==> src/pkg/trl_pkg.sv <==
// constants and types for the temperature reading and limit register bank
package trl_pkg;
  localparam int unsigned CLK_HZ            = 20_000_000;
  localparam int unsigned MAX_UPDATES_PER_S = 8;
  localparam int unsigned DEF_BASE_CYCLES   = CLK_HZ / MAX_UPDATES_PER_S;
  localparam logic [2:0]  RATE_FASTEST      = 3'h7;
  localparam logic [15:0] SPEED_TOLERANCE   = 16'h000a;

  localparam logic [7:0] ADDR_LOW_BITS    = 8'h06;
  localparam logic [7:0] ADDR_LOCAL_HIGH  = 8'h0a;
  localparam logic [7:0] ADDR_REMOTE_HIGH = 8'h0b;
  localparam logic [7:0] ADDR_LOC_UPPER   = 8'h14;
  localparam logic [7:0] ADDR_LOC_LOWER   = 8'h15;
  localparam logic [7:0] ADDR_LOC_THERM   = 8'h16;
  localparam logic [7:0] ADDR_REM_UPPER   = 8'h18;
  localparam logic [7:0] ADDR_REM_LOWER   = 8'h19;
  localparam logic [7:0] ADDR_REM_THERM   = 8'h1a;
  localparam logic [7:0] ADDR_LOC_CRIT    = 8'h1b;
  localparam logic [7:0] ADDR_PASSIVE     = 8'h1c;
  localparam logic [7:0] ADDR_REM_CRIT    = 8'h1d;

  localparam logic [7:0] RST_HIGH_BYTE  = 8'h80;
  localparam logic [7:0] RST_LOW_BITS   = 8'h00;
  localparam logic [7:0] RST_LOC_UPPER  = 8'h3c;
  localparam logic [7:0] RST_LOC_LOWER  = 8'h00;
  localparam logic [7:0] RST_LOC_THERM  = 8'h46;
  localparam logic [7:0] RST_REM_UPPER  = 8'h50;
  localparam logic [7:0] RST_REM_LOWER  = 8'h00;
  localparam logic [7:0] RST_REM_THERM  = 8'h64;
  localparam logic [7:0] RST_LOC_CRIT   = 8'h50;
  localparam logic [7:0] RST_PASSIVE    = 8'h00;
  localparam logic [7:0] RST_REM_CRIT   = 8'h69;
  localparam logic [7:0] PASSIVE_MASK   = 8'h3f;
  localparam logic [7:0] DUTY_ZERO      = 8'h00;
  localparam logic [7:0] DUTY_FULL      = 8'hff;

  localparam int unsigned READ_W = 11;
  localparam int unsigned FRAC_W = 3;

  typedef enum logic [1:0] {
    TRL_MODE_OPEN,
    TRL_MODE_AUTO,
    TRL_MODE_SPEED,
    TRL_MODE_SPARE
  } trl_mode_t;

  typedef struct packed {
    logic [7:0] addr;
    logic       wr;
    logic       rd;
    logic [7:0] wdata;
  } trl_reg_req_t;

  typedef struct packed {
    logic [READ_W-1:0] local_reading;
    logic [READ_W-1:0] remote_reading;
  } trl_readings_t;

  typedef struct packed {
    logic [2:0] duty_recalc_interval_sel;
    logic [1:0] adjust_deadband_sel;
    logic [1:0] duty_increment_sel;
    logic       gradual_change_enable;
    logic       fast_speed_monitor;
  } trl_loop_cfg_t;

  typedef struct packed {
    logic local_above_upper;
    logic local_below_lower;
    logic local_above_thermal;
    logic local_above_critical;
    logic remote_above_upper;
    logic remote_below_lower;
    logic remote_above_thermal;
    logic remote_above_critical;
  } trl_limit_flags_t;
endpackage

==> src/verilog/trl_regs.sv <==
// temperature reading, limit registers and duty regulation loop
`timescale 1ns/1ps
module trl_regs #(
  parameter int unsigned BASE_CYCLES      = trl_pkg::DEF_BASE_CYCLES,
  parameter int unsigned FAST_SPEED_CYCLES = trl_pkg::DEF_BASE_CYCLES,
  parameter int unsigned SLOW_SPEED_CYCLES = trl_pkg::DEF_BASE_CYCLES * 4
) (
  input  wire logic                      clock_in,
  input  wire logic                      rstn_in,
  input  wire trl_pkg::trl_reg_req_t     reg_req_in,
  output logic [7:0]                     reg_rdata_out,
  input  wire logic                      sample_valid_in,
  input  wire trl_pkg::trl_readings_t    sample_in,
  input  wire trl_pkg::trl_mode_t        mode_in,
  input  wire trl_pkg::trl_loop_cfg_t    loop_cfg_in,
  input  wire logic [7:0]                sw_duty_in,
  input  wire logic [7:0]                desired_duty_in,
  input  wire logic [7:0]                active_temp_in,
  input  wire logic [15:0]               measured_rev_period_in,
  input  wire logic [15:0]               target_rev_period_in,
  output logic [7:0]                     duty_value_out,
  output trl_pkg::trl_limit_flags_t      limit_flags_out,
  output logic                           frozen_out
);
  import trl_pkg::*;

  // slowest auto pace shifts the base count left, so it must not overflow
  if (BASE_CYCLES < 1 || FAST_SPEED_CYCLES < 1 || SLOW_SPEED_CYCLES < 1 ||
      ((BASE_CYCLES << RATE_FASTEST) >> RATE_FASTEST) != BASE_CYCLES)
  begin : g_bad_param
    $error("trl_regs: cycle counts out of range");
  end

  // register state
  trl_readings_t    shadow_ff,  nxt_shadow;
  trl_readings_t    visible_ff, nxt_visible;
  logic             frozen_ff,  nxt_frozen;
  logic [7:0]       rdata_ff,   nxt_rdata;
  logic [7:0]       loc_upper_ff, loc_lower_ff, loc_therm_ff, loc_crit_ff;
  logic [7:0]       rem_upper_ff, rem_lower_ff, rem_therm_ff, rem_crit_ff;
  logic [7:0]       passive_ff;
  logic [7:0]       nxt_loc_upper, nxt_loc_lower, nxt_loc_therm, nxt_loc_crit;
  logic [7:0]       nxt_rem_upper, nxt_rem_lower, nxt_rem_therm, nxt_rem_crit;
  logic [7:0]       nxt_passive;
  trl_limit_flags_t flags_ff,   nxt_flags;
  logic             is_wr, is_rd;
  logic [7:0]       loc_hi, rem_hi, low_bits;

  assign is_wr = reg_req_in.wr;
  assign is_rd = reg_req_in.rd;
  assign loc_hi = visible_ff.local_reading[READ_W-1:FRAC_W];
  assign rem_hi = visible_ff.remote_reading[READ_W-1:FRAC_W];
  assign low_bits = {visible_ff.local_reading[FRAC_W-1:0], 2'b00,
                     visible_ff.remote_reading[FRAC_W-1:0]};

  always_comb
  begin
    nxt_shadow    = shadow_ff;
    nxt_visible   = visible_ff;
    nxt_frozen    = frozen_ff;
    nxt_rdata     = rdata_ff;
    nxt_loc_upper = loc_upper_ff;
    nxt_loc_lower = loc_lower_ff;
    nxt_loc_therm = loc_therm_ff;
    nxt_loc_crit  = loc_crit_ff;
    nxt_rem_upper = rem_upper_ff;
    nxt_rem_lower = rem_lower_ff;
    nxt_rem_therm = rem_therm_ff;
    nxt_rem_crit  = rem_crit_ff;
    nxt_passive   = passive_ff;
    // shadow keeps the newest conversion even while frozen
    if (sample_valid_in)
    begin
      nxt_shadow = sample_in;
    end
    if (!frozen_ff)
    begin
      nxt_visible = nxt_shadow;
    end
    if (is_rd)
    begin
      case (reg_req_in.addr)
        ADDR_LOW_BITS:    nxt_rdata = low_bits;
        ADDR_LOCAL_HIGH:  nxt_rdata = loc_hi;
        ADDR_REMOTE_HIGH: nxt_rdata = rem_hi;
        ADDR_LOC_UPPER:   nxt_rdata = loc_upper_ff;
        ADDR_LOC_LOWER:   nxt_rdata = loc_lower_ff;
        ADDR_LOC_THERM:   nxt_rdata = loc_therm_ff;
        ADDR_REM_UPPER:   nxt_rdata = rem_upper_ff;
        ADDR_REM_LOWER:   nxt_rdata = rem_lower_ff;
        ADDR_REM_THERM:   nxt_rdata = rem_therm_ff;
        ADDR_LOC_CRIT:    nxt_rdata = loc_crit_ff;
        ADDR_PASSIVE:     nxt_rdata = passive_ff;
        ADDR_REM_CRIT:    nxt_rdata = rem_crit_ff;
        default:          nxt_rdata = 8'h00;
      endcase
      if (reg_req_in.addr == ADDR_LOW_BITS)
      begin
        nxt_frozen  = 1'b1;
        nxt_visible = visible_ff;
      end
      else if (reg_req_in.addr == ADDR_REMOTE_HIGH)
      begin
        nxt_frozen = 1'b0;
      end
    end
    // limits change only by host writes, never by conversions
    if (is_wr)
    begin
      case (reg_req_in.addr)
        ADDR_LOC_UPPER: nxt_loc_upper = reg_req_in.wdata;
        ADDR_LOC_LOWER: nxt_loc_lower = reg_req_in.wdata;
        ADDR_LOC_THERM: nxt_loc_therm = reg_req_in.wdata;
        ADDR_REM_UPPER: nxt_rem_upper = reg_req_in.wdata;
        ADDR_REM_LOWER: nxt_rem_lower = reg_req_in.wdata;
        ADDR_REM_THERM: nxt_rem_therm = reg_req_in.wdata;
        ADDR_LOC_CRIT:  nxt_loc_crit  = reg_req_in.wdata;
        ADDR_REM_CRIT:  nxt_rem_crit  = reg_req_in.wdata;
        ADDR_PASSIVE:   nxt_passive   = reg_req_in.wdata & PASSIVE_MASK;
        default:        nxt_passive   = passive_ff;
      endcase
    end
  end

  // signed whole-degree comparisons
  always_comb
  begin
    nxt_flags.local_above_upper     = $signed(loc_hi) > $signed(loc_upper_ff);
    nxt_flags.local_below_lower     = $signed(loc_hi) < $signed(loc_lower_ff);
    nxt_flags.local_above_thermal   = $signed(loc_hi) > $signed(loc_therm_ff);
    nxt_flags.local_above_critical  = $signed(loc_hi) > $signed(loc_crit_ff);
    nxt_flags.remote_above_upper    = $signed(rem_hi) > $signed(rem_upper_ff);
    nxt_flags.remote_below_lower    = $signed(rem_hi) < $signed(rem_lower_ff);
    nxt_flags.remote_above_thermal  = $signed(rem_hi) > $signed(rem_therm_ff);
    nxt_flags.remote_above_critical = $signed(rem_hi) > $signed(rem_crit_ff);
  end

  always_ff @(posedge clock_in or negedge rstn_in)
  begin
    if (!rstn_in)
    begin
      shadow_ff    <= {RST_HIGH_BYTE, 3'h0, RST_HIGH_BYTE, 3'h0};
      visible_ff   <= {RST_HIGH_BYTE, 3'h0, RST_HIGH_BYTE, 3'h0};
      frozen_ff    <= 1'b0;
      rdata_ff     <= RST_LOW_BITS;
      loc_upper_ff <= RST_LOC_UPPER;
      loc_lower_ff <= RST_LOC_LOWER;
      loc_therm_ff <= RST_LOC_THERM;
      loc_crit_ff  <= RST_LOC_CRIT;
      rem_upper_ff <= RST_REM_UPPER;
      rem_lower_ff <= RST_REM_LOWER;
      rem_therm_ff <= RST_REM_THERM;
      rem_crit_ff  <= RST_REM_CRIT;
      passive_ff   <= RST_PASSIVE;
      flags_ff     <= '0;
    end
    else
    begin
      shadow_ff    <= nxt_shadow;
      visible_ff   <= nxt_visible;
      frozen_ff    <= nxt_frozen;
      rdata_ff     <= nxt_rdata;
      loc_upper_ff <= nxt_loc_upper;
      loc_lower_ff <= nxt_loc_lower;
      loc_therm_ff <= nxt_loc_therm;
      loc_crit_ff  <= nxt_loc_crit;
      rem_upper_ff <= nxt_rem_upper;
      rem_lower_ff <= nxt_rem_lower;
      rem_therm_ff <= nxt_rem_therm;
      rem_crit_ff  <= nxt_rem_crit;
      passive_ff   <= nxt_passive;
      flags_ff     <= nxt_flags;
    end
  end

  assign reg_rdata_out   = rdata_ff;
  assign limit_flags_out = flags_ff;
  assign frozen_out      = frozen_ff;

  // duty regulation loop
  logic [31:0] tick_cnt_ff, nxt_tick_cnt;
  logic [31:0] interval;
  logic        tick;
  logic [7:0]  duty_ff, nxt_duty;
  logic [7:0]  target, diff, step, deadband, move;
  logic        go_up, at_passive;
  logic [15:0] rev_diff;

  // interval selector only paces the auto loop, never the conversions
  always_comb
  begin
    if (mode_in == TRL_MODE_SPEED)
    begin
      interval = loop_cfg_in.fast_speed_monitor ? FAST_SPEED_CYCLES
                                                : SLOW_SPEED_CYCLES;
    end
    else
    begin
      interval = BASE_CYCLES << (RATE_FASTEST - loop_cfg_in.duty_recalc_interval_sel);
    end
    tick = (tick_cnt_ff >= interval - 32'd1);
    nxt_tick_cnt = tick ? 32'd0 : tick_cnt_ff + 32'd1;
  end

  assign at_passive = $signed(active_temp_in) <= $signed(passive_ff);
  assign rev_diff = (measured_rev_period_in > target_rev_period_in)
                  ? measured_rev_period_in - target_rev_period_in
                  : target_rev_period_in - measured_rev_period_in;

  always_comb
  begin
    nxt_duty = duty_ff;
    target   = at_passive ? DUTY_ZERO : desired_duty_in;
    go_up    = target > duty_ff;
    diff     = go_up ? target - duty_ff : duty_ff - target;
    step     = 8'h01 << loop_cfg_in.duty_increment_sel;
    deadband = {6'h00, loop_cfg_in.adjust_deadband_sel} + 8'h01;
    move     = (diff < step) ? diff : step;
    case (mode_in)
      TRL_MODE_OPEN:
      begin
        nxt_duty = sw_duty_in;
      end
      TRL_MODE_AUTO:
      begin
        if (tick && at_passive)
        begin
          nxt_duty = DUTY_ZERO;
        end
        else if (tick && diff > deadband)
        begin
          if (!loop_cfg_in.gradual_change_enable)
          begin
            nxt_duty = target;
          end
          else
          begin
            nxt_duty = go_up ? duty_ff + move : duty_ff - move;
          end
        end
      end
      TRL_MODE_SPEED:
      begin
        // a longer revolution period means the fan is too slow
        if (tick && rev_diff > SPEED_TOLERANCE)
        begin
          if (measured_rev_period_in > target_rev_period_in)
          begin
            nxt_duty = (DUTY_FULL - duty_ff < step) ? DUTY_FULL : duty_ff + step;
          end
          else
          begin
            nxt_duty = (duty_ff < step) ? DUTY_ZERO : duty_ff - step;
          end
        end
      end
      default:
      begin
        nxt_duty = duty_ff;
      end
    endcase
  end

  always_ff @(posedge clock_in or negedge rstn_in)
  begin
    if (!rstn_in)
    begin
      tick_cnt_ff <= 32'd0;
      duty_ff     <= DUTY_ZERO;
    end
    else
    begin
      tick_cnt_ff <= nxt_tick_cnt;
      duty_ff     <= nxt_duty;
    end
  end

  assign duty_value_out = duty_ff;
endmodule // trl_regs

==> config.mk <==
export PLATFORM = sky130hd
export DESIGN_NAME = trl_regs
export DESIGN_NICKNAME = d
export VERILOG_FILES = /design/src/pkg/trl_pkg.sv /design/src/verilog/trl_regs.sv
export SDC_FILE = /design/constraint.sdc
export NUM_CORES = 1
export LEC_CHECK = 0
export ABC_CLOCK_PERIOD_IN_PS = 9200
export BUFFER_PORTS_ARGS = -buffer_cell sky130_fd_sc_hd__buf_2
export CORE_AREA = 2 2 221 114
export DETAILED_ROUTE_END_ITERATION = 16
export DIE_AREA = 0 0 223 116
export PLACE_DENSITY = 0.8
export SYNTH_ARGS = -nofsm -noshare
export SYNTH_HDL_FRONTEND = slang
export SYNTH_SLANG_ARGS = --single-unit
==> constraint.sdc <==
create_clock -name clock_in -period 9.2 [get_ports clock_in]
set_input_delay 0.46 -clock clock_in [delete_from_list [all_inputs] [get_ports clock_in]]
set_output_delay 0.46 -clock clock_in [all_outputs]
set_load 0.05 [all_outputs]
==> impl_summary.log, run 1 <==
[metrics] worst rel slew slack: 0.1748
[metrics] worst setup path category: flip-flop to flip-flop
[metrics] Cell Int Power: 0.001789 W
[metrics] 1st-iter DRT viols: 1272
[metrics] x dimension of the die: 223 microns
[metrics] Post-Synthesis Cells: 1606
[metrics] CP Max Fanout: 13
[metrics] post-synthesis to final-layout area growth: 10.21%
[metrics] post-synthesis area per instance: 8.857 sq um
[metrics] maximum resistive drop on vdd: 0.0001378 V
[metrics] clock latency of the later-clocked register in the worst-skew pair: 0.44 ns
[metrics] Clock Power Share: 0.231
[metrics] share of async-settable or async-resettable flops after synthesis: 1.000
[metrics] antenna violations before repair: 0
[metrics] setup repair after global routing missed its margin: no
[metrics] Total Negative Setup Slacks: 0 ns
[metrics] Final Routed Wirelength: 40070 microns
[metrics] Root Buffer Master: clkbuf_16
[metrics] number of buffers added on ports: 134
[metrics] vias in the first global route: 12360
[metrics] Fmax achieved: 0.1275 GHz
[metrics] count of flip-flops with a built-in enable after synthesis: 0
[metrics] most frequent cells in the layout: 179 x ha_1, 150 x inv_1, 149 x dfrtp_1
[metrics] total clock buffers created by CTS: 17
[metrics] iteration count of the initial detailed-routing pass: 5
[metrics] placer congestion estimate: 0.9276
[metrics] combinational group share of total power: 0.452
[metrics] Post-CTS Repair Setup Buffers: 0
[metrics] primary flip-flop cell chosen by synthesis mapping: dfrtp_1
[metrics] final setup violation count: 0
[metrics] CTS-repair resized insts: 0
[metrics] Cell variety after synth: 90
[metrics] setup clock skew after layout: 0.008843 ns
[metrics] Arrival @ worst endpoint: 8.17 ns
[metrics] Core Rows: 40
[metrics] Tmin final: 7.845 ns
[metrics] number of failing hold endpoints at the final stage: 0
[metrics] Static Leak: 7.558 nW
[metrics] synth warn: 0
[metrics] estimated wirelength of the detail-placed design: 30330 microns
[metrics] average detailed-routed wire length per instance: 19.68 microns
[metrics] first-pass GRT wire length: 64320 microns
[metrics] boundary pin count: 135
[metrics] area of the mapped netlist: 0.01422 sq mm
[metrics] deepest level of the CTS H-tree: 4
[metrics] number of vias per cell after detailed routing: 6.258
[metrics] vertical die dimension: 116 microns
[metrics] routed vias: 12740
[metrics] max_cap viols: 0
[metrics] total congestion overflow: 0
[metrics] switching power summed over all nets: 0.001366 W
[metrics] Initial Util: 0.5984
[metrics] largest net degree at the start of global routing: 69
[metrics] fraction of power consumed by sequential logic: 0.318
[metrics] most common cell after layout, fill and taps aside: ha_1
[metrics] CTS tree: built
[metrics] final max-slew violation count: 0
[metrics] share of final-layout standard cells stronger than drive strength 1: 0.1738
[metrics] die area: 0.02587 sq mm
[metrics] number of design rule violations left after detail routing: 0
[metrics] clock buffer depth: 2
[metrics] Critical Path Sink Type: flip-flop
[metrics] stage delay of the slowest cell on the critical path: 0.49 ns
[metrics] transition time at the pin with the least slew margin: 1.228 ns
[metrics] CORE AREA: 0.02377 sq mm
[metrics] residual antenna-violating net count after detailed routing: 0
[metrics] switching power share of the total: 0.4329
[metrics] path category of the worst min-delay check: primary input to async pin
[metrics] Power, Total: 0.003155 W
[metrics] Clock Pin Slew Worst Setup and Hold Paths: 0.07 ns
[metrics] register-to-register setup slack: 1.36 ns
[metrics] kind of launch point of the worst setup path: flip-flop
[metrics] number of register bits inferred by synthesis: 171
[metrics] Power per Cell Area: 201.3 mW/mm^2
[metrics] worst endpoint required time: 9.53 ns
[metrics] run status: finished clean
[metrics] Layout Nets: 2002
[metrics] sequential area share after synthesis: 0.3028
[metrics] critical path's slowest cell: o21a_1
[metrics] total of hold buffers inserted after clock tree synthesis: 0
[metrics] overall fraction of global-route tracks in use: 0.3129
[metrics] clk sinks: 171
[metrics] part of the cycle the worst path needs: 0.8527
-- power groups by stage --
stage,Sequential (W),Clock (W),Combinational (W)
global route,0.00101,0.000764,0.00158
detailed placement,0.00101,0,0.00138
floorplan,0.00104,0,0.000976
CTS,0.000998,0.000732,0.00140
global placement,0.00101,0,0.00135
finish,0.00100,0.000728,0.00142
-- routing by layer --
layer  part of all wire  vias up  global-route usage
met2               0.45      572              0.4994
met1               0.45     6159              0.4351
li1                   -     5926                   -
met4              0.023        0             0.09306
met3              0.083       84             0.06237
met5                  0        -                   0
-- final timing paths --
check	start	to	cells after the start
max in group asynchronous	rstn_in	loc_therm_ff[7]	3
worst min register to register	tick_cnt_ff[0]	tick_cnt_ff[0]	1
worst max register to register	passive_ff[4]	duty_value_out[7]	35
worst min-delay path	rstn_in	tick_cnt_ff[22]	1
worst max-delay path	passive_ff[4]	duty_value_out[7]	35
min in group clock_in	sample_in[20]	shadow_ff[20]	2
-- synth_stat cells (5+ instances only) --
cell type	instances	area share
or3_1	13	0.0057
xor2_1	28	0.017
nand2b_1	29	0.013
a22o_1	11	0.0068
nor3_1	31	0.011
buf_1	7	0.0018
o21a_1	23	0.012
nand4_1	22	0.0097
buf_2	9	0.0032
dfrtp_1	149	0.26
inv_1	150	0.040
a21o_1	19	0.010
mux2_2	64	0.051
a22oi_1	10	0.0053
clkbuf_1	37	0.0098
fa_1	6	0.0084
o2111ai_1	6	0.0037
a21oi_1	77	0.027
o21ai_0	146	0.051
mux4_2	8	0.013
nand2_1	139	0.037
nand3_1	46	0.016
a211oi_1	12	0.0063
xnor2_1	22	0.014
o31ai_1	6	0.0032
o21bai_1	8	0.0042
mux2i_1	25	0.018
ha_1	179	0.16
a21boi_0	5	0.0026
o21ai_1	5	0.0018
buf_4	6	0.0032
nor2b_1	31	0.014
dfstp_2	22	0.041
and3_1	9	0.0040
o211ai_1	20	0.011
nor2_1	100	0.026
a221oi_1	5	0.0031
mux2_4	7	0.0074
a31oi_1	11	0.0048
o22ai_1	11	0.0048
nand3b_1	5	0.0026
and2_1	7	0.0031
-- layout make-up --
class	count	area, sq um
tap	315	394.1
sequential	171	4307
multi-input combinational	1225	9077
clock buffer	17	425.4
antenna	1	2.502
clock inverter	15	171.4
fill	1888	8095
inverter	150	563.0
timing repair buffer	142	737.0
-- stage by stage --
stage	setup WS, ns	hold slack (ns)	utilization	instance area, sq um	instances
after floorplan	2.520	0.1644	-	14230	1608
after detailed placement	1.372	0.4803	0.6343	15080	2003
after CTS	1.454	0.02576	0.6594	15680	2035
after global placement	1.571	0.4761	0.6343	15080	2003
after global routing	0.6904	0.05798	0.6594	15680	2035
final	1.355	0.006741	0.6595	15680	2036
-- worst max-delay path, delay by kind of cell (launching register included) --
family	cells	cell delay [ns]
buffers and inverters	4	0.29
multiplexers	3	0.98
flip-flops	1	0.40
adder cells (fa/ha/maj)	4	1.27
AO/OA/AOI/OAI	15	2.95
AND/OR/NAND/NOR	9	1.84
-- cells by family after synthesis --
logic type,Yosys count,synth area share
simple gates,454,0.1552
compound gates,426,0.1940
buf+inv,212,0.05990
fa+ha+maj,185,0.1659
flops,171,0.3028
mux,106,0.09007
xor+xnor,51,0.03193
other cells,1,0.0002636
-- sequential cells by signal, indices dropped and copies added (netlist names) --
| signal | cells |
|---|---|
| rem_upper_ff | 8 |
| rem_lower_ff | 8 |
| limit_flags_out | 8 |
| rem_hi | 8 |
| loc_hi | 8 |
| shadow_ff | 22 |
| duty_value_out | 8 |
| rem_crit_ff | 8 |
| loc_crit_ff | 8 |
| rem_therm_ff | 8 |
| reg_rdata_out | 8 |
| passive_ff | 6 |
| frozen_out | 1 |
| loc_therm_ff | 8 |
| loc_upper_ff | 8 |
| low_bits | 6 |
| tick_cnt_ff | 32 |
| loc_lower_ff | 8 |
No activity file was read; power rests on OpenSTA's default activity.
==> run 2, diff against run 1 <==
--- a/config.mk
+++ b/config.mk
@@ -10,6 +10,7 @@
 export CORE_AREA = 2 2 221 114
 export DETAILED_ROUTE_END_ITERATION = 16
 export DIE_AREA = 0 0 223 116
+export MAX_ROUTING_LAYER = met4
 export PLACE_DENSITY = 0.8
 export SYNTH_ARGS = -nofsm -noshare
 export SYNTH_HDL_FRONTEND = slang
==> run 2 against run 1 <==
Wire length decreased by 0.26%. Design area hardly changed. Total power rose by 0.57%. Count of clock-buffer cells in the layout unchanged. Clock skew increased by 0.0077 ns. Via count is essentially flat. Core utilization barely moved. Die area stayed put.
==> impl_summary.log, run 2 (synthesis results as in run 1) <==
[metrics] Clock Power Share: 0.235 (was 0.231)
[metrics] Area after DPL: 0.01506 sq mm (was 0.01508 sq mm)
[metrics] instance count after placement with tap cells included: 2001 (was 2003)
[metrics] clock latency of the later-clocked register in the worst-skew pair: 0.46 ns (was 0.44 ns)
[metrics] share of the core filled with cells: 0.6595 (about the same)
[metrics] worst rel slew slack: 0.2316 (was 0.1748)
[metrics] kind of launch point of the worst setup path: flip-flop (unchanged)
[metrics] Cell Int Power: 0.001794 W (was 0.001789 W)
[metrics] CP delay by family, top: compound AO/OA/AOI/OAI gates (unchanged)
[metrics] critical path's slowest cell: o21a_1 (unchanged)
[metrics] switching power summed over all nets: 0.001380 W (was 0.001366 W)
[metrics] estimated wirelength of the detail-placed design: 30280 microns (was 30330 microns)
[metrics] max_cap viols: 0 (unchanged)
[metrics] x dimension of the die: 223 microns (unchanged)
[metrics] Worst Setup Slack post-DPL: 1.301 ns (was 1.372 ns)
[metrics] antenna fix cells: 0 (was 1)
[metrics] die area: 0.02587 sq mm (unchanged)
[metrics] largest registers: tick_cnt_ff (32), shadow_ff (22) (unchanged)
[metrics] most frequent cells in the layout: 179 x ha_1, 150 x inv_1, 149 x dfrtp_1 (unchanged)
[metrics] Non-Filler Cell Area, Final: 0.01568 sq mm (about the same)
[metrics] fraction of power consumed by sequential logic: 0.316 (was 0.318)
[metrics] number of failing hold endpoints at the final stage: 0 (unchanged)
[metrics] setup repair after global routing missed its margin: no (unchanged)
[metrics] number of design rule violations left after detail routing: 0 (unchanged)
[metrics] Arrival @ worst endpoint: 8.30 ns (was 8.17 ns)
[metrics] number of buffers added on ports: 134 (unchanged)
[metrics] routed vias: 12740 (about the same)
[metrics] number of vias per cell after detailed routing: 6.268 (was 6.258)
[metrics] path category of the worst min-delay check: primary input to async pin (unchanged)
[metrics] worst endpoint required time: 9.53 ns (about the same)
[metrics] Critical Path Sink Type: flip-flop (unchanged)
[metrics] Power per Cell Area: 202.4 mW/mm^2 (was 201.3 mW/mm^2)
[metrics] transition time at the pin with the least slew margin: 1.144 ns (was 1.228 ns)
[metrics] share of final-layout standard cells stronger than drive strength 1: 0.1729 (was 0.1738)
[metrics] vertical die dimension: 116 microns (unchanged)
[metrics] Final Routed Wirelength: 39960 microns (was 40070 microns)
[metrics] Fmax achieved: 0.1256 GHz (was 0.1275 GHz)
[metrics] setup clock skew after layout: 0.01658 ns (was 0.008843 ns)
[metrics] total clock buffers created by CTS: 17 (unchanged)
[metrics] average detailed-routed wire length per instance: 19.66 microns (was 19.68 microns)
[metrics] Core Rows: 40 (unchanged)
[metrics] antenna violations before repair: 0 (unchanged)
[metrics] largest register by flop count: tick_cnt_ff (unchanged)
[metrics] residual antenna-violating net count after detailed routing: 0 (unchanged)
[metrics] total of hold buffers inserted after clock tree synthesis: 0 (unchanged)
[metrics] Post-CTS Repair Setup Buffers: 0 (unchanged)
[metrics] clock buffer depth: 2 (unchanged)
[metrics] first-pass GRT wire length: 63780 microns (was 64320 microns)
[metrics] Total Negative Setup Slacks: 0 ns (unchanged)
[metrics] max FFs per register: 32 (unchanged)
[metrics] post-route worst setup slack: 1.236 ns (was 1.355 ns)
[metrics] stage delay of the slowest cell on the critical path: 0.49 ns (about the same)
[metrics] worst setup path category: flip-flop to flip-flop (unchanged)
[metrics] Final Non-Filler Cells: 2033 (was 2036)
[metrics] total congestion overflow: 0 (unchanged)
[metrics] most common cell after layout, fill and taps aside: ha_1 (unchanged)
[metrics] Initial Util: 0.5984 (unchanged)
[metrics] iteration count of the initial detailed-routing pass: 7 (was 5)
[metrics] vias in the first global route: 12290 (was 12360)
[metrics] part of the cycle the worst path needs: 0.8657 (was 0.8527)
[metrics] CP Max Fanout: 13 (unchanged)
[metrics] boundary pin count: 135 (unchanged)
[metrics] combinational group share of total power: 0.449 (was 0.452)
[metrics] largest net degree at the start of global routing: 112 (was 69)
[metrics] CTS tree: built (unchanged)
[metrics] run status: finished clean (unchanged)
[metrics] Static Leak: 7.558 nW (about the same)
[metrics] overall fraction of global-route tracks in use: 0.3216 (was 0.3129)
[metrics] 1st-iter DRT viols: 1152 (was 1272)
[metrics] switching power share of the total: 0.4347 (was 0.4329)
[metrics] CTS-repair resized insts: 0 (unchanged)
[metrics] maximum resistive drop on vdd: 0.0001397 V (was 0.0001378 V)
[metrics] deepest level of the CTS H-tree: 4 (unchanged)
[metrics] CORE AREA: 0.02377 sq mm (unchanged)
[metrics] Clock Pin Slew Worst Setup and Hold Paths: 0.08 ns (was 0.07 ns)
[metrics] Layout Nets: 2000 (was 2002)
[metrics] Tmin final: 7.964 ns (was 7.845 ns)
[metrics] count of buffer and inverter cells on the critical path: 4 (unchanged)
[metrics] Root Buffer Master: clkbuf_16 (unchanged)
[metrics] final max-slew violation count: 0 (unchanged)
[metrics] final setup violation count: 0 (unchanged)
[metrics] post-synthesis to final-layout area growth: 10.22% (was 10.21%)
[metrics] clk sinks: 171 (unchanged)
[metrics] placer congestion estimate: 0.9581 (was 0.9276)
## run 2: cell count changes in the layout (fill, tap and decap cells not counted)
cell        previous run  this run
clkinvlp_4             2         1
inv_6                  2         0
buf_4                  8         6
clkinv_8               3         5
inv_8                  5         6
diode_2                1         0
## run 2: worst reg2reg max path: cells and delay by family, from the launching register on
kind | cells | cell delay [ns]
buffers and inverters | 4 | 0.31
AO/OA/AOI/OAI | 14 | 2.82
AND/OR/NAND/NOR | 10 | 2.06
multiplexers | 3 | 0.99
flip-flops | 1 | 0.41
adder cells (fa/ha/maj) | 4 | 1.27
## run 2: layer usage
layer	share of wire	global-route usage	vias to the layer above
met4	0.017	0.08725	0
li1	-	-	5931
met2	0.46	0.5079	540
met3	0.078	0.05502	66
met1	0.44	0.4312	6205
met5	0	-	-
## run 2: power groups by stage
stage	Sequential (W)	Clock, W	Combinational (W)
after floorplan	0.00104	0	0.000976
after global placement	0.00100	0	0.00134
after detailed placement	0.00101	0	0.00138
after CTS	0.000999	0.000748	0.00140
after global routing	0.00101	0.000779	0.00157
final	0.00100	0.000744	0.00143
## run 2: path summary, 6_finish.rpt
path,start,end,slack [ns],cells past startpoint
worst max register to register,passive_ff[3],duty_value_out[7],1.24,35
max in group asynchronous,rstn_in,loc_upper_ff[6],7.67,2
worst max-delay path,passive_ff[3],duty_value_out[7],1.24,35
worst min register to register,shadow_ff[15],shadow_ff[15],0.50,1
min in group clock_in,sample_in[15],shadow_ff[15],0.24,2
worst min-delay path,rstn_in,tick_cnt_ff[29],0.13,1
## run 2: cell type report
| type | instances | area [sq um] |
|---|---|---|
| Inverter | 150 | 563.0 |
| Fill cell | 1882 | 8094 |
| Tap cell | 315 | 394.1 |
| Sequential cell | 171 | 4307 |
| Clock inverter | 15 | 190.2 |
| Multi-Input combinational cell | 1225 | 9077 |
| Timing Repair Buffer | 140 | 721.9 |
| Clock buffer | 17 | 425.4 |
## run 2: metrics by stage
step	hold WS, ns	total power, W
2_1_floorplan	0.1644	0.002017
3_3_place_gp	0.4752	0.002345
3_5_place_dp	0.4818	0.002394
4_1_cts	0.1892	0.003147
5_1_grt	0.2331	0.003367
6_report	0.1336	0.003173
==> run 3, diff against run 2 <==
--- a/config.mk
+++ b/config.mk
@@ -6,12 +6,12 @@
 export NUM_CORES = 1
 export LEC_CHECK = 0
 export ABC_CLOCK_PERIOD_IN_PS = 9200
-export BUFFER_PORTS_ARGS = -buffer_cell sky130_fd_sc_hd__buf_2
 export CORE_AREA = 2 2 221 114
 export DETAILED_ROUTE_END_ITERATION = 16
 export DIE_AREA = 0 0 223 116
+export DONT_BUFFER_PORTS = 1
 export MAX_ROUTING_LAYER = met4
-export PLACE_DENSITY = 0.8
+export PLACE_DENSITY = 0.75
 export SYNTH_ARGS = -nofsm -noshare
 export SYNTH_HDL_FRONTEND = slang
 export SYNTH_SLANG_ARGS = --single-unit
==> run 3 against run 2 <==
Clock power up 5.1%. Setup slack worse by 0.16 ns. Flip-flop and latch count unchanged. The flow now finishes with violations (hold timing). Maximum frequency down 1.9%. Cell count down 6.5%. Combinational power down 11%.
==> impl_summary.log, run 3 (synthesis results as in run 1) <==
[metrics] Fmax achieved: 0.1231 GHz (was 0.1256 GHz)
[metrics] stage delay of the slowest cell on the critical path: 0.49 ns (about the same)
[metrics] CTS tree: built (unchanged)
[metrics] max_cap viols: 0 (unchanged)
[metrics] vias in the first global route: 12000 (was 12290)
[metrics] most common cell after layout, fill and taps aside: ha_1 (unchanged)
[metrics] part of the cycle the worst path needs: 0.8828 (was 0.8657)
[metrics] worst rel slew slack: 0.2130 (was 0.2316)
[metrics] worst setup path category: flip-flop to flip-flop (unchanged)
[metrics] Static Leak: 7.050 nW (was 7.558 nW)
[metrics] CP Max Fanout: 13 (unchanged)
[metrics] share of the core filled with cells: 0.6335 (was 0.6595)
[metrics] clk sinks: 171 (unchanged)
[metrics] die area: 0.02587 sq mm (unchanged)
[metrics] largest register by flop count: tick_cnt_ff (unchanged)
[metrics] Filler Cell Count: 1952 (was 1882)
[metrics] vertical die dimension: 116 microns (unchanged)
[metrics] total clock buffers created by CTS: 17 (unchanged)
[metrics] run status: finished with violations (was finished clean)
[metrics] iteration count of the initial detailed-routing pass: 6 (was 7)
[metrics] maximum resistive drop on vdd: 0.0001452 V (was 0.0001397 V)
[metrics] Total Negative Setup Slacks: 0 ns (unchanged)
[metrics] final max-slew violation count: 0 (unchanged)
[metrics] CP delay by family, top: compound AO/OA/AOI/OAI gates (unchanged)
[metrics] critical path's slowest cell: o21a_1 (unchanged)
[metrics] Initial Util: 0.5984 (unchanged)
[metrics] largest registers: tick_cnt_ff (32), shadow_ff (22) (unchanged)
[metrics] 1st-iter DRT viols: 932 (was 1152)
[metrics] worst endpoint required time: 9.52 ns (was 9.53 ns)
[metrics] setup clock skew after layout: 0.009938 ns (was 0.01658 ns)
[metrics] kind of launch point of the worst setup path: flip-flop (unchanged)
[metrics] antenna violations before repair: 1 (was 0)
[metrics] final hold slack: -0.05553 ns (was 0.1336 ns)
[metrics] residual antenna-violating net count after detailed routing: 0 (unchanged)
[metrics] boundary pin count: 135 (unchanged)
[metrics] x dimension of the die: 223 microns (unchanged)
[metrics] largest net degree at the start of global routing: 172 (was 112)
[metrics] setup repair after global routing missed its margin: no (unchanged)
[metrics] Core Rows: 40 (unchanged)
[metrics] deepest level of the CTS H-tree: 4 (unchanged)
[metrics] placer congestion estimate: 0.9493 (was 0.9581)
[metrics] Post-CTS Repair Setup Buffers: 0 (unchanged)
[metrics] transition time at the pin with the least slew margin: 1.172 ns (was 1.144 ns)
[metrics] post-synthesis to final-layout area growth: 5.876% (was 10.22%)
[metrics] overall fraction of global-route tracks in use: 0.3138 (was 0.3216)
[metrics] Root Buffer Master: clkbuf_16 (unchanged)
[metrics] path category of the worst min-delay check: primary input to async pin (unchanged)
[metrics] total length of routed met3 wires: 2315 microns (was 3136 microns)
[metrics] failing checks: hold timing
[metrics] Tmin final: 8.122 ns (was 7.964 ns)
[metrics] number of failing hold endpoints at the final stage: 5 (was 0)
[metrics] estimated wirelength of the detail-placed design: 29120 microns (was 30280 microns)
[metrics] most frequent cells in the layout: 179 x ha_1, 150 x inv_1, 149 x dfrtp_1 (unchanged)
[metrics] clock buffer depth: 2 (unchanged)
[metrics] max FFs per register: 32 (unchanged)
[metrics] Post-Route M1 WL: 16650 microns (was 17710 microns)
[metrics] most used cell, CP: o21ai_0
[metrics] Arrival @ worst endpoint: 8.45 ns (was 8.30 ns)
[metrics] average detailed-routed wire length per instance: 20.26 microns (was 19.66 microns)
[metrics] Critical Path Sink Type: flip-flop (unchanged)
[metrics] share of final-layout standard cells stronger than drive strength 1: 0.1035 (was 0.1729)
[metrics] final setup violation count: 0 (unchanged)
[metrics] Clock Pin Slew Worst Setup and Hold Paths: 0.08 ns (about the same)
[metrics] Power per Cell Area: 207.9 mW/mm^2 (was 202.4 mW/mm^2)
[metrics] count of buffer and inverter cells on the critical path: 4 (unchanged)
[metrics] first-pass GRT wire length: 62020 microns (was 63780 microns)
[metrics] number of vias per cell after detailed routing: 6.373 (was 6.268)
[metrics] Final Routed Wirelength: 38510 microns (was 39960 microns)
[metrics] top sig layer: met4 (unchanged)
[metrics] number of buffers added on ports: 0 (was 134)
[metrics] Power, Total: 0.003131 W (was 0.003173 W)
[metrics] Detail Route met2 WL: 18430 microns (about the same)
[metrics] total congestion overflow: 0 (unchanged)
[metrics] CORE AREA: 0.02377 sq mm (unchanged)
[metrics] routed vias: 12120 (was 12740)
[metrics] number of design rule violations left after detail routing: 0 (unchanged)
[metrics] Layout Nets: 1867 (was 2000)
[metrics] clock latency of the later-clocked register in the worst-skew pair: 0.44 ns (was 0.46 ns)
[run 3: stage by stage]
step / hold WS (ns) / instance area, sq um / setup WS (ns) / cells
finish: -0.05553 / 15060 / 1.078 / 1901
global route: 0.07983 / 15060 / 0.4580 / 1901
CTS: 0.08489 / 15060 / 1.303 / 1900
detailed placement: 0.1691 / 14390 / 1.337 / 1867
global placement: 0.1689 / 14390 / 1.708 / 1867
floorplan: 0.1644 / 14230 / 2.520 / 1608
[run 3: final timing paths]
path,start,endpoint,slack [ns],depth (start not counted)
worst max-delay path,passive_ff[5],duty_value_out[7],1.08,35
worst min-delay path,rstn_in,limit_flags_out[7],-0.06,1
worst max register to register,passive_ff[5],duty_value_out[7],1.08,35
worst min register to register,tick_cnt_ff[0],tick_cnt_ff[0],0.50,1
max in group asynchronous,rstn_in,tick_cnt_ff[28],8.46,1
min in group clock_in,reg_req_in[8],frozen_out,0.10,1
[run 3: routing by layer]
| layer | global-route usage | up-vias |
|---|---|---|
| met5 | - | - |
| met1 | 0.3938 | 5950 |
| met4 | 0.1078 | 0 |
| met2 | 0.5294 | 431 |
| li1 | - | 5649 |
| met3 | 0.04260 | 85 |
[run 3: where the power goes]
part           switching, W  internal (W)
sequential         0.000218      0.000858
clock              0.000359      0.000422
combinational      0.000741      0.000533
[run 3: cell type report]
class | instances | area [sq um] | area share
Antenna cell | 1 | 2.502 | 0.0001662
Clock buffer | 17 | 425.4 | 0.02825
Clock inverter | 15 | 219.0 | 0.01454
Inverter | 150 | 563.0 | 0.03738
Multi-Input combinational cell | 1225 | 9077 | 0.6027
Sequential cell | 171 | 4307 | 0.2860
Tap cell | 315 | 394.1 | 0.02617
Timing Repair Buffer | 7 | 72.57 | 0.004818
[run 3: repair_timing]
action | 4_1_cts | 5_1_grt
setup endpoints to repair | 0 | 0
hold buffers | 1 | 0
endpoints found under the hold margin | 171 | 0
resized for setup | 0 | 0
